## config.mk

```make
export PLATFORM = sky130hd
export DESIGN_NAME = aad_core
export DESIGN_NICKNAME = d
export VERILOG_FILES = /design/src/hdl/aad_pkg.sv /design/src/hdl/aad_core.sv
export SDC_FILE = /design/constraint.sdc
export NUM_CORES = 1
export LEC_CHECK = 0
export ABC_AREA = 1
export BUFFER_PORTS_ARGS = -buffer_cell sky130_fd_sc_hd__buf_2
export CAP_MARGIN = 30
export CORE_ASPECT_RATIO = 0.9
export CORE_UTILIZATION = 49
export CTS_BUF_LIST = sky130_fd_sc_hd__clkbuf_4 sky130_fd_sc_hd__clkbuf_8
export DETAILED_ROUTE_END_ITERATION = 10
export PLACE_DENSITY_LB_ADDON = 0.12
export REMOVE_ABC_BUFFERS = 1
export SLEW_MARGIN = 25
export SYNTH_ARGS = -nofsm -noshare
export SYNTH_HDL_FRONTEND = slang
export SYNTH_SLANG_ARGS = --single-unit
```

## constraint.sdc

```tcl
create_clock -name clk_in -period 4 [get_ports clk_in]
set_input_delay 0.4 -clock clk_in [delete_from_list [all_inputs] [get_ports clk_in]]
set_output_delay 0.4 -clock clk_in [all_outputs]
set_load 0.02 [all_outputs]
```

## src/hdl/aad_pkg.sv

```systemverilog
// Purpose: Shared constants and carriers for the adjust/add decode-execute block
// Assumes: Byte-serial instruction stream, one byte per handshake
// Notes:   Flag vector order is {overflow, sign, zero, auxiliary, parity, carry}
package aad_pkg;
    localparam logic [7:0] OP_ADJ_SUM     = 8'h37;
    localparam logic [7:0] OP_ADJ_SUB     = 8'h3F;
    localparam logic [7:0] OP_ADJ_DIV     = 8'hD5;
    localparam logic [7:0] OP_ADJ_MUL     = 8'hD4;
    localparam logic [7:0] OP_ADJ_BASE    = 8'h0A;
    localparam logic [3:0] HI_ADD         = 4'h0;
    localparam logic [3:0] HI_ADC         = 4'h1;
    localparam logic [3:0] HI_IMM_GRP     = 4'h8;
    localparam logic [2:0] REG_ADC        = 3'h2;
    localparam logic [2:0] REG_ADD        = 3'h0;
    localparam logic [1:0] MOD_REG        = 2'h3;
    localparam logic [1:0] MOD_NODISP     = 2'h0;
    localparam logic [1:0] MOD_DISP8      = 2'h1;
    localparam logic [3:0] CYC_ADJ_SUM    = 4'h3;
    localparam logic [4:0] CYC_ADJ_DIV    = 5'h07;
    localparam logic [4:0] CYC_ADJ_MUL    = 5'h13;
    localparam logic [4:0] CYC_SIMPLE     = 5'h01;
    localparam int         FLG_OF = 5;
    localparam int         FLG_SF = 4;
    localparam int         FLG_ZF = 3;
    localparam int         FLG_AF = 2;
    localparam int         FLG_PF = 1;
    localparam int         FLG_CF = 0;
    localparam logic [5:0] FLAGS_RESET    = 6'h00;

    typedef enum logic [3:0] {
        AAD_OP_NONE, AAD_OP_SUM, AAD_OP_SUB, AAD_OP_DIV, AAD_OP_MUL, AAD_OP_ADD, AAD_OP_ADC
    } aad_op_t;

    typedef struct packed {
        aad_op_t     op;
        logic        dir;        // Register field is destination
        logic        wide;       // Full operand width
        logic        imm;
        logic        mem;
        logic        acc;
        logic [1:0]  mode;
        logic [2:0]  reg_f;
        logic [2:0]  rm_f;
        logic [31:0] disp;
        logic [31:0] immv;
        logic [4:0]  cycles;
        logic [5:0]  fl_mask;    // Flags written by the instruction
        logic [5:0]  fl_undef;   // Flags left undefined
    } aad_dec_t;
endpackage

```

## src/hdl/aad_core.sv

```systemverilog
// Purpose: Decode ASCII-adjust and add/add-with-carry, execute register forms
// Assumes: Bytes arrive synchronous to clk_in; memory operands resolved outside
// Notes:   Control flags (direction, interrupt, trap) are never touched here
`timescale 1ns/100ps

// Function
// - Opcode 37: adjust after sum, sets aux/carry, 3 clocks.
// - D5 0A: adjust before divide, sets sign/zero/parity, 7 clocks.
// - D4 0A: adjust after multiply, same flags, 19 clocks.
// - Opcode 3F: adjust after subtract, sets aux/carry, 3 clocks.
// - Add-with-carry register to register, all six flags, 1 clock.
// - Add-with-carry into memory, 000w plus ModR/M, 1 clock on hit.
// - Add-with-carry from memory into register, 001w, 1 clock on hit.
// - Immediate add-with-carry, group 8 reg 010 or accumulator 010w, 1 clock.
// - Add register to register, all six flags, 1 clock.
// - Add into memory, 000w plus ModR/M, 1 clock on hit.
// - Add from memory into register, 001w, 1 clock on hit.
// - Immediates are one byte, two bytes or full operand width.
// - Displacement is signed byte or full 16/32 bits, short one sign-extended.
module aad_core (
    input  wire logic               clk_in,
    input  wire logic               reset_n_in,
    input  wire logic               byte_valid_in,
    input  wire logic [7:0]         byte_in,
    input  wire logic               opsize32_in,
    input  wire logic               addrsize32_in,
    input  wire logic [31:0]        acc_in,
    input  wire logic [31:0]        reg_a_in,
    input  wire logic [31:0]        reg_b_in,
    input  wire logic [5:0]         flags_in,
    output logic                    byte_ready_out,
    output logic                    done_out,
    output logic                    illegal_out,
    output aad_pkg::aad_dec_t       dec_out,
    output logic [31:0]             result_out,
    output logic [5:0]              flags_out
);
    typedef enum logic [2:0] {S_OP, S_SECOND, S_MODRM, S_DISP, S_IMM, S_EXEC} aad_state_t;

    aad_state_t        state;
    aad_pkg::aad_dec_t dec;
    logic [2:0]        need;
    logic [2:0]        got;
    logic [4:0]        cnt;
    logic [31:0]       res;
    logic [5:0]        flg;
    logic              imm_short;
    logic              take;

    assign take = byte_valid_in && byte_ready_out;

    function automatic logic parity8(input logic [7:0] v);
        return ~^v;
    endfunction

    // Bytes of displacement for the ModR/M mode at the current address size
    function automatic logic [2:0] disp_len(input logic [1:0] m, input logic [2:0] rm, input logic a32);
        if (m == aad_pkg::MOD_DISP8)
            return 3'h1;
        if (m == 2'h2 || (m == aad_pkg::MOD_NODISP && rm == (a32 ? 3'h5 : 3'h6)))
            return a32 ? 3'h4 : 3'h2;
        return 3'h0;
    endfunction

    function automatic logic [2:0] imm_len(input logic wide, input logic sx, input logic o32);
        if (!wide || sx)
            return 3'h1;
        return o32 ? 3'h4 : 3'h2;
    endfunction

    // Opcode fetch and field capture
    always_ff @(posedge clk_in or negedge reset_n_in) begin
        if (!reset_n_in) begin
            state       <= S_OP;
            dec         <= '0;
            need        <= 3'h0;
            got         <= 3'h0;
            imm_short   <= 1'b0;
            illegal_out <= 1'b0;
        end else begin
            illegal_out <= 1'b0;
            case (state)
                S_OP: if (take) begin
                    dec          <= '0;
                    dec.wide     <= byte_in[0];
                    dec.dir      <= byte_in[1];
                    dec.fl_mask  <= 6'h3F;
                    dec.cycles   <= aad_pkg::CYC_SIMPLE;
                    got          <= 3'h0;
                    imm_short    <= 1'b0;
                    if (byte_in == aad_pkg::OP_ADJ_SUM || byte_in == aad_pkg::OP_ADJ_SUB) begin
                        dec.op       <= (byte_in == aad_pkg::OP_ADJ_SUM) ? aad_pkg::AAD_OP_SUM : aad_pkg::AAD_OP_SUB;
                        dec.cycles   <= {1'b0, aad_pkg::CYC_ADJ_SUM};
                        dec.fl_mask  <= 6'h05;
                        dec.fl_undef <= 6'h3A;
                        state        <= S_EXEC;
                    end else if (byte_in == aad_pkg::OP_ADJ_DIV || byte_in == aad_pkg::OP_ADJ_MUL) begin
                        dec.op       <= (byte_in == aad_pkg::OP_ADJ_DIV) ? aad_pkg::AAD_OP_DIV : aad_pkg::AAD_OP_MUL;
                        dec.cycles   <= (byte_in == aad_pkg::OP_ADJ_DIV) ? aad_pkg::CYC_ADJ_DIV
                                                                         : aad_pkg::CYC_ADJ_MUL;
                        dec.fl_mask  <= 6'h1A;
                        dec.fl_undef <= 6'h25;
                        state        <= S_SECOND;
                    end else if ((byte_in[7:4] == aad_pkg::HI_ADD || byte_in[7:4] == aad_pkg::HI_ADC)
                                 && byte_in[3:2] == 2'h0) begin
                        dec.op <= (byte_in[4]) ? aad_pkg::AAD_OP_ADC : aad_pkg::AAD_OP_ADD;
                        state  <= S_MODRM;
                    end else if ((byte_in[7:4] == aad_pkg::HI_ADD || byte_in[7:4] == aad_pkg::HI_ADC)
                                 && byte_in[3:1] == 3'h2) begin
                        dec.op  <= (byte_in[4]) ? aad_pkg::AAD_OP_ADC : aad_pkg::AAD_OP_ADD;
                        dec.acc <= 1'b1;
                        dec.imm <= 1'b1;
                        dec.dir <= 1'b1;
                        need    <= imm_len(byte_in[0], 1'b0, opsize32_in);
                        state   <= S_IMM;
                    end else if (byte_in[7:4] == aad_pkg::HI_IMM_GRP && byte_in[3:2] == 2'h0) begin
                        dec.imm   <= 1'b1;
                        dec.dir   <= 1'b0;
                        imm_short <= byte_in[1];
                        state     <= S_MODRM;
                    end else begin
                        illegal_out <= 1'b1;
                    end
                end
                S_SECOND: if (take) begin
                    state <= (byte_in == aad_pkg::OP_ADJ_BASE) ? S_EXEC : S_OP;
                    illegal_out <= (byte_in != aad_pkg::OP_ADJ_BASE);
                end
                S_MODRM: if (take) begin
                    dec.mode  <= byte_in[7:6];
                    dec.reg_f <= byte_in[5:3];
                    dec.rm_f  <= byte_in[2:0];
                    dec.mem   <= (byte_in[7:6] != aad_pkg::MOD_REG);
                    got       <= 3'h0;
                    if (dec.imm && byte_in[5:3] == aad_pkg::REG_ADC)
                        dec.op <= aad_pkg::AAD_OP_ADC;
                    else if (dec.imm && byte_in[5:3] == aad_pkg::REG_ADD)
                        dec.op <= aad_pkg::AAD_OP_ADD;
                    if (dec.imm && byte_in[5:3] != aad_pkg::REG_ADC && byte_in[5:3] != aad_pkg::REG_ADD) begin
                        illegal_out <= 1'b1;
                        state       <= S_OP;
                    end else if (disp_len(byte_in[7:6], byte_in[2:0], addrsize32_in) != 3'h0) begin
                        need  <= disp_len(byte_in[7:6], byte_in[2:0], addrsize32_in);
                        state <= S_DISP;
                    end else if (dec.imm) begin
                        need  <= imm_len(dec.wide, imm_short, opsize32_in);
                        state <= S_IMM;
                    end else begin
                        state <= S_EXEC;
                    end
                end
                S_DISP: if (take) begin
                    dec.disp[8*got +: 8] <= byte_in;
                    if (need == 3'h1)
                        dec.disp <= {{24{byte_in[7]}}, byte_in};
                    else if (need == 3'h2 && got == 3'h1)
                        dec.disp[31:8] <= {{16{byte_in[7]}}, byte_in};
                    got <= got + 3'h1;
                    if (got + 3'h1 == need) begin
                        got   <= 3'h0;
                        need  <= imm_len(dec.wide, imm_short, opsize32_in);
                        state <= dec.imm ? S_IMM : S_EXEC;
                    end
                end
                S_IMM: if (take) begin
                    dec.immv[8*got +: 8] <= byte_in;
                    if (need == 3'h1)
                        dec.immv <= imm_short ? {{24{byte_in[7]}}, byte_in} : {24'h000000, byte_in};
                    got <= got + 3'h1;
                    if (got + 3'h1 == need)
                        state <= S_EXEC;
                end
                S_EXEC: if (cnt == 5'h01)
                    state <= S_OP;
                default: state <= S_OP;
            endcase
        end
    end

    // Execution countdown sets the documented clock count
    always_ff @(posedge clk_in or negedge reset_n_in) begin
        if (!reset_n_in)
            cnt <= 5'h00;
        else if (state == S_OP && take)
            // Single-byte adjusts enter execution before dec.cycles has settled
            cnt <= {1'b0, aad_pkg::CYC_ADJ_SUM};
        else if (state != S_EXEC)
            cnt <= dec.cycles;
        else if (cnt != 5'h00)
            cnt <= cnt - 5'h01;
    end

    // Arithmetic; memory forms use reg_b_in as the fetched operand
    always_comb begin
        logic [32:0] sum;
        logic [31:0] a;
        logic [31:0] b;
        logic [7:0]  al;
        logic [15:0] ax;
        logic        cin;
        sum = '0;
        a   = dec.acc ? acc_in : (dec.dir ? reg_a_in : reg_b_in);
        b   = dec.imm ? dec.immv : (dec.dir ? reg_b_in : reg_a_in);
        al  = acc_in[7:0];
        ax  = acc_in[15:0];
        cin = (dec.op == aad_pkg::AAD_OP_ADC) ? flags_in[aad_pkg::FLG_CF] : 1'b0;
        res = acc_in;
        flg = flags_in;
        case (dec.op)
            aad_pkg::AAD_OP_SUM, aad_pkg::AAD_OP_SUB: begin
                if (al[3:0] > 4'h9 || flags_in[aad_pkg::FLG_AF]) begin
                    ax = (dec.op == aad_pkg::AAD_OP_SUM) ? ax + 16'h0106 : ax - 16'h0106;
                    flg[aad_pkg::FLG_AF] = 1'b1;
                    flg[aad_pkg::FLG_CF] = 1'b1;
                end else begin
                    flg[aad_pkg::FLG_AF] = 1'b0;
                    flg[aad_pkg::FLG_CF] = 1'b0;
                end
                res = {acc_in[31:16], ax[15:8], 4'h0, ax[3:0]};
            end
            aad_pkg::AAD_OP_DIV, aad_pkg::AAD_OP_MUL: begin
                if (dec.op == aad_pkg::AAD_OP_DIV)
                    al = 8'((16'(ax[15:8]) * 16'h000A) + 16'(ax[7:0]));
                else
                    al = ax[7:0] % 8'h0A;
                res = {acc_in[31:16], (dec.op == aad_pkg::AAD_OP_MUL) ? (ax[7:0] / 8'h0A) : 8'h00, al};
                flg[aad_pkg::FLG_SF] = al[7];
                flg[aad_pkg::FLG_ZF] = (al == 8'h00);
                flg[aad_pkg::FLG_PF] = parity8(al);
            end
            aad_pkg::AAD_OP_ADD, aad_pkg::AAD_OP_ADC: begin
                if (dec.wide && opsize32_in) begin
                    sum = {1'b0, a} + {1'b0, b} + 33'(cin);
                    res = sum[31:0];
                    flg[aad_pkg::FLG_OF] = (a[31] == b[31]) && (res[31] != a[31]);
                    flg[aad_pkg::FLG_SF] = res[31];
                end else if (dec.wide) begin
                    sum = 33'({1'b0, a[15:0]} + {1'b0, b[15:0]} + 17'(cin));
                    res = {a[31:16], sum[15:0]};
                    sum[32] = sum[16];
                    flg[aad_pkg::FLG_OF] = (a[15] == b[15]) && (res[15] != a[15]);
                    flg[aad_pkg::FLG_SF] = res[15];
                end else begin
                    sum = 33'({1'b0, a[7:0]} + {1'b0, b[7:0]} + 9'(cin));
                    res = {a[31:8], sum[7:0]};
                    sum[32] = sum[8];
                    flg[aad_pkg::FLG_OF] = (a[7] == b[7]) && (res[7] != a[7]);
                    flg[aad_pkg::FLG_SF] = res[7];
                end
                flg[aad_pkg::FLG_CF] = sum[32];
                flg[aad_pkg::FLG_ZF] = dec.wide ? (opsize32_in ? res == 32'h0 : res[15:0] == 16'h0) : res[7:0] == 8'h0;
                flg[aad_pkg::FLG_AF] = a[4] ^ b[4] ^ res[4];
                flg[aad_pkg::FLG_PF] = parity8(res[7:0]);
            end
            default: ;
        endcase
    end

    // Results published on the last execution clock
    always_ff @(posedge clk_in or negedge reset_n_in) begin
        if (!reset_n_in) begin
            done_out       <= 1'b0;
            dec_out        <= '0;
            result_out     <= 32'h0000_0000;
            flags_out      <= aad_pkg::FLAGS_RESET;
            byte_ready_out <= 1'b0;
        end else begin
            done_out       <= (state == S_EXEC) && (cnt == 5'h01);
            // Drop after every taken byte so ready never stands high into execution
            byte_ready_out <= (state != S_EXEC) && !take;
            if (state == S_EXEC && cnt == 5'h01) begin
                dec_out    <= dec;
                result_out <= res;
                // Undefined flags keep prior value; control flags never leave the core
                flags_out  <= (flg & dec.fl_mask) | (flags_in & ~dec.fl_mask);
            end
        end
    end
endmodule // aad_core

```

==> results of run 1 <==
-- through the flow --
stage | worst slack (ps) | instance area, um2 | power, mW
final | 326 | 18600 | 15.5
after global routing | 14.3 | 18600 | 16.8
after CTS | 97.3 | 18400 | 15.2
after detailed placement | 108 | 17500 | 12.7
after global placement | 173 | 17500 | 12.6
after floorplan | -1800 | 15300 | 9.57
-- per-layer routing --
layer  track usage, %  vias up
met1             44.1     7631
met5                0        -
li1                 -     7751
met4             14.4        0
met3             5.82      142
met2             53.8      667
-- cell families (layout without fill, tap and decap cells) --
kind of cell	Yosys count	in the layout	share of synthesized area [%]
other	1	2	0.0239
buffers and inverters	364	644	9.15
adder cells (fa/ha/maj)	77	77	6.38
XOR/XNOR	45	45	2.51
AND/OR/NAND/NOR	763	763	20.4
AO/OA/AOI/OAI	667	667	24.1
flip-flops	234	234	37.4
multiplexers	1	1	0.0638
-- final timing paths --
kind | start | endpoint | cells past startpoint
worst max register to register | dec[93] | flags_out[3] | 21
worst min register to register | dec_out[84] | dec_out[84] | 2
max in group asynchronous | reset_n_in | dec_out[48] | 3
worst min-delay path | acc_in[24] | result_out[24] | 3
min in group asynchronous | reset_n_in | result_out[8] | 2
worst max-delay path | dec[93] | flags_out[3] | 21
-- placed cells by master (no fill, tap or decap), types with 16 or more instances in the layout --
master / synthesis / final
nand2_1: 457 / 456
inv_1: 257 / 256
buf_2: 1 / 250
o21ai_0: 250 / 246
dfrtp_1: 234 / 232
a21oi_1: 206 / 202
nor2_1: 149 / 147
nand3_1: 81 / 81
ha_1: 72 / 72
o22ai_1: 66 / 66
clkbuf_8: 1 / 50
buf_4: 9 / 44
a22oi_1: 38 / 37
a31oi_1: 27 / 27
xnor2_1: 24 / 24
xor2_1: 21 / 21
o211ai_1: 16 / 16
-- power by group --
| group | total (mW) | internal (mW) | switching (mW) |
|---|---|---|---|
| Clock | 2.48 | 1.41 | 1.07 |
| Combinational | 9.73 | 3.40 | 6.32 |
| Sequential | 3.34 | 2.97 | 0.366 |
| Total | 15.5 | 7.78 | 7.76 |
-- sequential cells by signal (all words and copies together), names as in the netlist --
name            count
done_out            1
cnt                 5
dec_out            89
byte_ready_out      1
flags_out           6
illegal_out         1
state               3
got                 3
result_out         32
dec                89
imm_short           1
need                3
-- what timing repair did --
| action | 4_1_cts | 5_1_grt |
|---|---|---|
| resized for setup | 0 | 14 |
| hold buffers | 1 | 0 |
| hold endpoints to repair | 96 | 0 |
| setup buffers | 0 | 2 |
| setup endpoints to repair | 0 | 1 |
-- worst reg2reg max path: stages (launching register included) --
cell and delay [ps]:
dfrtp_2 460, buf_4 180, clkbuf_16 210, a21oi_1 180, a22oi_1 100, ha_1 350, a21oi_1 210, o21ai_0 170
a21oi_1 240, o21ai_1 220, a21oi_1 220, xor2_1 170, o21ai_1 90, nor2_1 120, nand2_1 90, nor2_1 140
nand3_1 90, nand2_1 100, nand2_1 70, nand2_1 60, nand2_1 50, a21oi_1 120
-- cell type report --
class,instances,share of cell area (%)
Tap cell,409,2.76
Inverter,268,5.47
Multi-Input combinational cell,1555,45.4
Sequential cell,234,31.5
Clock buffer,57,3.99
Clock inverter,12,0.883
Timing Repair Buffer,307,9.93
==> impl_metrics.py, run 1 <==
metrics = {
    "setup_path": {
        "cp_data_arrival_time_ps": 4220,
        "worst_setup_path_end_kind": "flip-flop",
        "start_kind": "flip-flop",
        "cp_top_family": "compound AO/OA/AOI/OAI gates",
        "crit_type": "reg2reg",
        "cp_num_buf_inv": 2,
        "crit_chain": "buf_4 > clkbuf_16 > a21oi_1 > a22oi_1 > ha_1 > a21oi_1 > o21ai_0 > a21oi_1 > o21ai_1 > a21oi_1 > xor2_1 > o21ai_1 > nor2_1 > nand2_1 > nor2_1 > nand3_1 > nand2_1 > nand2_1 > nand2_1 > nand2_1 > a21oi_1",
        "cp_max_fo": 27,
        "required_ps": 4540,
        "rrSetupSlack_ps": 330,
        "crit_path_top_delay_cell": "dfrtp_2",
        "critPathMaxStageDelay_ps": 460,
    },
    "route": {
        "avgViaCountPerCell": 5.70,
        "highest_layer": "met4",
        "wirelength_mm": 55.7,
        "ant_nets": 0,
        "drt_iter0_markers": 1480,
        "met2_wirelength_mm": 25.2,
        "post-route-drc-count": 0,
        "dr.pass1.iters": 5,
        "drt-met1-wl_mm": 24.1,
        "wl_met3_mm": 4.20,
        "vias": 16200,
        "wl_per_cell_um": 19.6,
    },
    "die": {
        "die_w_um": 191,
        "start_util_pct": 50.2,
        "num_io_pins": 254,
        "die_area_mm2": 0.0327,
        "core_mm2": 0.0312,
        "rows": 61,
        "fp.dieH_um": 172,
    },
    "min_path": {
        "min-delay-path-class": "in2reg",
    },
    "final_layout": {
        "multi_input_area_mm2": 0.00843,
        "final_util_pct": 59.5,
        "regArea_mm2": 0.00586,
        "antenna-diode-count": 0,
        "layout-area-overhead-vs-synth_pct": 18.4,
        "layout-drive-gt1-share_pct": 18.0,
        "n_fill_cell": 3001,
        "instances_no_fill": 2842,
        "nNetsFinal": 2598,
    },
    "power": {
        "peakVddDrop_mv": 0.429,
        "powerDensity_mw_per_mm2": 837,
        "p_leak_nw": 9.36,
    },
    "global_routing": {
        "grt_use_total_pct": 33.4,
        "antenna_found_initial": 1,
        "grt_overflow": 0,
        "grt_pass1_vias": 15700,
        "grt_pass1_wl_mm": 84.6,
        "grt_max_degree": 151,
    },
    "cts": {
        "insertion_delay_ps": 610,
        "cts_buffer_depth": 3,
        "numCtsBuffers": 40,
        "clockRootBuffer": "clkbuf_8",
        "cts_sinks": 234,
        "h-tree-depth": 2,
        "clk_pin_slew_ps": 80,
        "cts_tree": "done",
    },
    "timing": {
        "maxSlewHeadroom_pct": 44.0,
        "finalMaxSlewViolations": 0,
        "fmax_mhz": 272,
        "skew_ps": 42.8,
        "rsz0062_at_grt": "no",
        "setup_violations": 0,
        "finalWorstPathRequiredPeriod_ps": 3670,
        "fin_tns_setup_ps": 0,
        "worst_hold_slack_ps": 86.9,
        "worst_pin_slew_ps": 838,
        "min_period_over_period_pct": 91.8,
        "hold_viol_final": 0,
    },
    "place": {
        "globalplace.congestion": 0.986,
        "dp_hpwl_mm": 41.6,
        "io_buffer_count": 251,
        "place_inst": 2764,
    },
    "logic_synthesis": {
        "async_flop_share_pct": 100,
        "yosysTopAreaCellShare_pct": 37.4,
        "ys_types": 55,
        "synth_most_common_cell": "nand2_1",
        "synth_warnings": 0,
        "ys_seq_elements": 234,
        "synth_enable_flop_cells": 0,
        "synth_area_mm2": 0.0157,
        "synth_commonest_cells": "457 x nand2_1, 257 x inv_1, 250 x o21ai_0, 234 x dfrtp_1, 206 x a21oi_1",
        "yosys.area.top_type": "dfrtp_1",
        "synth-main-ff-cell": "dfrtp_1",
        "synth_cells": 2152,
        "ys_seq_area_share_pct": 37.4,
        "syn_area_per_cell_um2": 7.29,
        "yosys-top-cells-area": "dfrtp_1 37%, nand2_1 11%, o21ai_0 8.0%",
    },
    "status": {
        "outcome": "completed",
    },
    "run": {
        "drv_cap": 0,
    },
}
Power figures use the tool's default switching activity.
==> run 2: changes to the inputs <==
--- a/config.mk
+++ b/config.mk
@@ -9,11 +9,14 @@
 export BUFFER_PORTS_ARGS = -buffer_cell sky130_fd_sc_hd__buf_2
 export CAP_MARGIN = 30
 export CORE_ASPECT_RATIO = 0.9
+export CORE_MARGIN = 4
 export CORE_UTILIZATION = 49
 export CTS_BUF_LIST = sky130_fd_sc_hd__clkbuf_4 sky130_fd_sc_hd__clkbuf_8
 export DETAILED_ROUTE_END_ITERATION = 10
 export PLACE_DENSITY_LB_ADDON = 0.12
 export REMOVE_ABC_BUFFERS = 1
+export SETUP_SLACK_MARGIN = 0.4
+export SKIP_CTS_REPAIR_TIMING = 1
 export SLEW_MARGIN = 25
 export SYNTH_ARGS = -nofsm -noshare
 export SYNTH_HDL_FRONTEND = slang
==> run 2 against run 1 <==
  * Count of clock-buffer cells in the layout rose by 7
  * Worst hold slack improved by 15 ps
  * Sequential share of layout area decreased by 1.5 points
  * Cell count up 1.6%
  * Clock power down 2%
  * Setup slack better by 80 ps
  * Critical path depth decreased by 3
  * Die area up 6.8%
  * Largest cell class unchanged
  * Largest power group unchanged
  * Highest routed layer is now met5
==> impl_metrics.py, run 2 (synthesized netlist as in run 1, its figures left out) <==
metrics = {
    "cts": {
        "cts_tree": "done",
        "cts_sinks": 234,
        "insertion_delay_ps": 590,
        "clk_pin_slew_ps": 60,
        "numCtsBuffers": 41,
        "clockRootBuffer": "clkbuf_8",
        "h-tree-depth": 2,
        "cts_buffer_depth": 3,
    },
    "global_routing": {
        "grt_use_total_pct": 30.6,
        "antenna_found_initial": 1,
        "grt_overflow": 0,
        "grt_max_degree": 123,
        "grt_pass1_vias": 15700,
        "grt_pass1_wl_mm": 85.2,
    },
    "timing": {
        "fmax_mhz": 278,
        "setup_ws_ps": 407,
        "min_period_over_period_pct": 89.8,
        "finalMaxSlewViolations": 0,
        "worst_hold_slack_ps": 102,
        "setup_violations": 0,
        "fin_tns_setup_ps": 0,
        "worst_pin_slew_ps": 1030,
        "hold_viol_final": 0,
        "rsz0062_at_grt": "yes",
        "skew_ps": 43.2,
        "finalWorstPathRequiredPeriod_ps": 3590,
        "maxSlewHeadroom_pct": 31.0,
    },
    "place": {
        "place_inst": 2776,
        "globalplace.congestion": 0.959,
        "dp_hpwl_mm": 42.4,
        "io_buffer_count": 251,
        "place_ws_ps": 228,
        "placed_cell_area_mm2": 0.0176,
    },
    "power": {
        "swShare_pct": 49.3,
        "p_clk_share_pct": 14.5,
        "combinationalPowerShare_pct": 65.6,
        "peakVddDrop_mv": 0.397,
        "seqPwrFrac_pct": 19.9,
        "intPower_mw": 8.53,
        "powerDensity_mw_per_mm2": 864,
        "p_leak_nw": 9.63,
        "p_sw_mw": 8.30,
        "design_power_total_mw": 16.8,
    },
    "route": {
        "avgViaCountPerCell": 5.72,
        "dr.pass1.iters": 5,
        "post-route-drc-count": 0,
        "drt_iter0_markers": 1200,
        "wirelength_mm": 57.0,
        "wl_per_cell_um": 19.7,
        "ant_nets": 0,
        "vias": 16500,
    },
    "final_layout": {
        "layout-area-overhead-vs-synth_pct": 24.3,
        "final_util_pct": 62.4,
        "top_regs": "dec (89), dec_out (89), result_out (32)",
        "instances_no_fill": 2888,
        "fin_area_mm2": 0.0195,
        "layout-drive-gt1-share_pct": 24.2,
        "antenna-diode-count": 0,
        "final_common_cell": "nand2_1",
        "n_fill_cell": 2936,
        "mostFrequentLayoutCells": "443 x nand2_1, 252 x inv_1, 251 x buf_2, 232 x dfrtp_1, 228 x o21ai_0",
        "nNetsFinal": 2640,
    },
    "setup_path": {
        "crit_chain": "buf_4 > clkbuf_16 > a21oi_1 > a22oi_1 > ha_2 > a21oi_1 > nand2_2 > a21oi_4 > o21ai_4 > buf_6 > xor2_4 > inv_1 > ha_1 > xnor2_1 > xor2_1 > o22ai_1 > nand2_1 > a21oi_2",
        "crit_type": "reg2reg",
        "crit_top_cell": "a21oi_1",
        "cp_data_arrival_time_ps": 4080,
        "start_kind": "flip-flop",
        "required_ps": 4480,
        "critPathMaxStageDelay_ps": 480,
        "cp_max_fo": 6,
        "crit_path_top_delay_cell": "dfrtp_2",
        "worst_setup_path_end_kind": "flip-flop",
    },
    "die": {
        "die_w_um": 197,
        "num_io_pins": 254,
        "rows": 61,
        "core_mm2": 0.0312,
        "fp.dieH_um": 178,
        "start_util_pct": 50.2,
        "die_area_mm2": 0.0349,
    },
    "min_path": {
        "min-delay-path-class": "in2reg",
    },
    "run": {
        "drv_cap": 0,
    },
    "status": {
        "outcome": "completed",
    },
}
run 2: cell count changes in the layout (fill, tap and decap cells not counted), moves of 14 or more:
| cell | change |
|---|---|
| a21oi_1 | -31 |
| a21oi_2 | +27 |
| buf_4 | +32 |
| ha_1 | -16 |
| nor2_1 | -14 |
| o21ai_0 | -18 |
run 2: worst paths after layout:
check | slack, ps | end | depth (start not counted) | startpoint
setup / recovery | 410 | flags_out[1] | 18 | dec[93]
hold / removal | 100 | result_out[24] | 3 | acc_in[24]
setup reg to reg | 410 | flags_out[1] | 18 | dec[93]
hold reg to reg | 480 | result_out[6] | 2 | result_out[6]
max in group asynchronous | 2520 | need[2] | 3 | reset_n_in
min in group asynchronous | 410 | result_out[8] | 2 | reset_n_in
run 2: per-layer routing:
layer	vias to the layer above	track usage, %	wire length [um]
met5	-	0	9
met4	2	9.13	1630
met3	113	5.24	4430
met2	672	50.5	26700
met1	7878	41.7	24300
li1	7854	-	-
run 2: power groups by stage:
stage / logic [mW] / registers (mW) / clock network [mW]
after global placement: 9.30 / 3.36 / 0
after global routing: 12.1 / 3.42 / 2.59
after detailed placement: 9.37 / 3.37 / 0
after CTS: 9.41 / 3.34 / 2.48
final: 11.0 / 3.36 / 2.44
after floorplan: 5.72 / 3.85 / 0
run 2: critical path, delay by kind of cell, from the launching register on:
| kind | cells | cell delay [ps] |
|---|---|---|
| compound gates | 7 | 1090 |
| fa+ha+maj | 2 | 660 |
| buf+inv | 4 | 550 |
| flops | 1 | 480 |
| xor+xnor | 3 | 460 |
| simple gates | 2 | 250 |
run 2: cell type report:
type | count | area [um2] | area share (%)
clock buffers | 64 | 831 | 4.26
flip-flops and latches | 234 | 5860 | 30.1
repair inverters | 1 | 6.26 | 0.0321
clock inverters | 10 | 92.6 | 0.475
repair buffers | 347 | 2190 | 11.2
well taps | 409 | 512 | 2.63
multi-input cells | 1555 | 8970 | 46.1
inverters | 268 | 1020 | 5.23
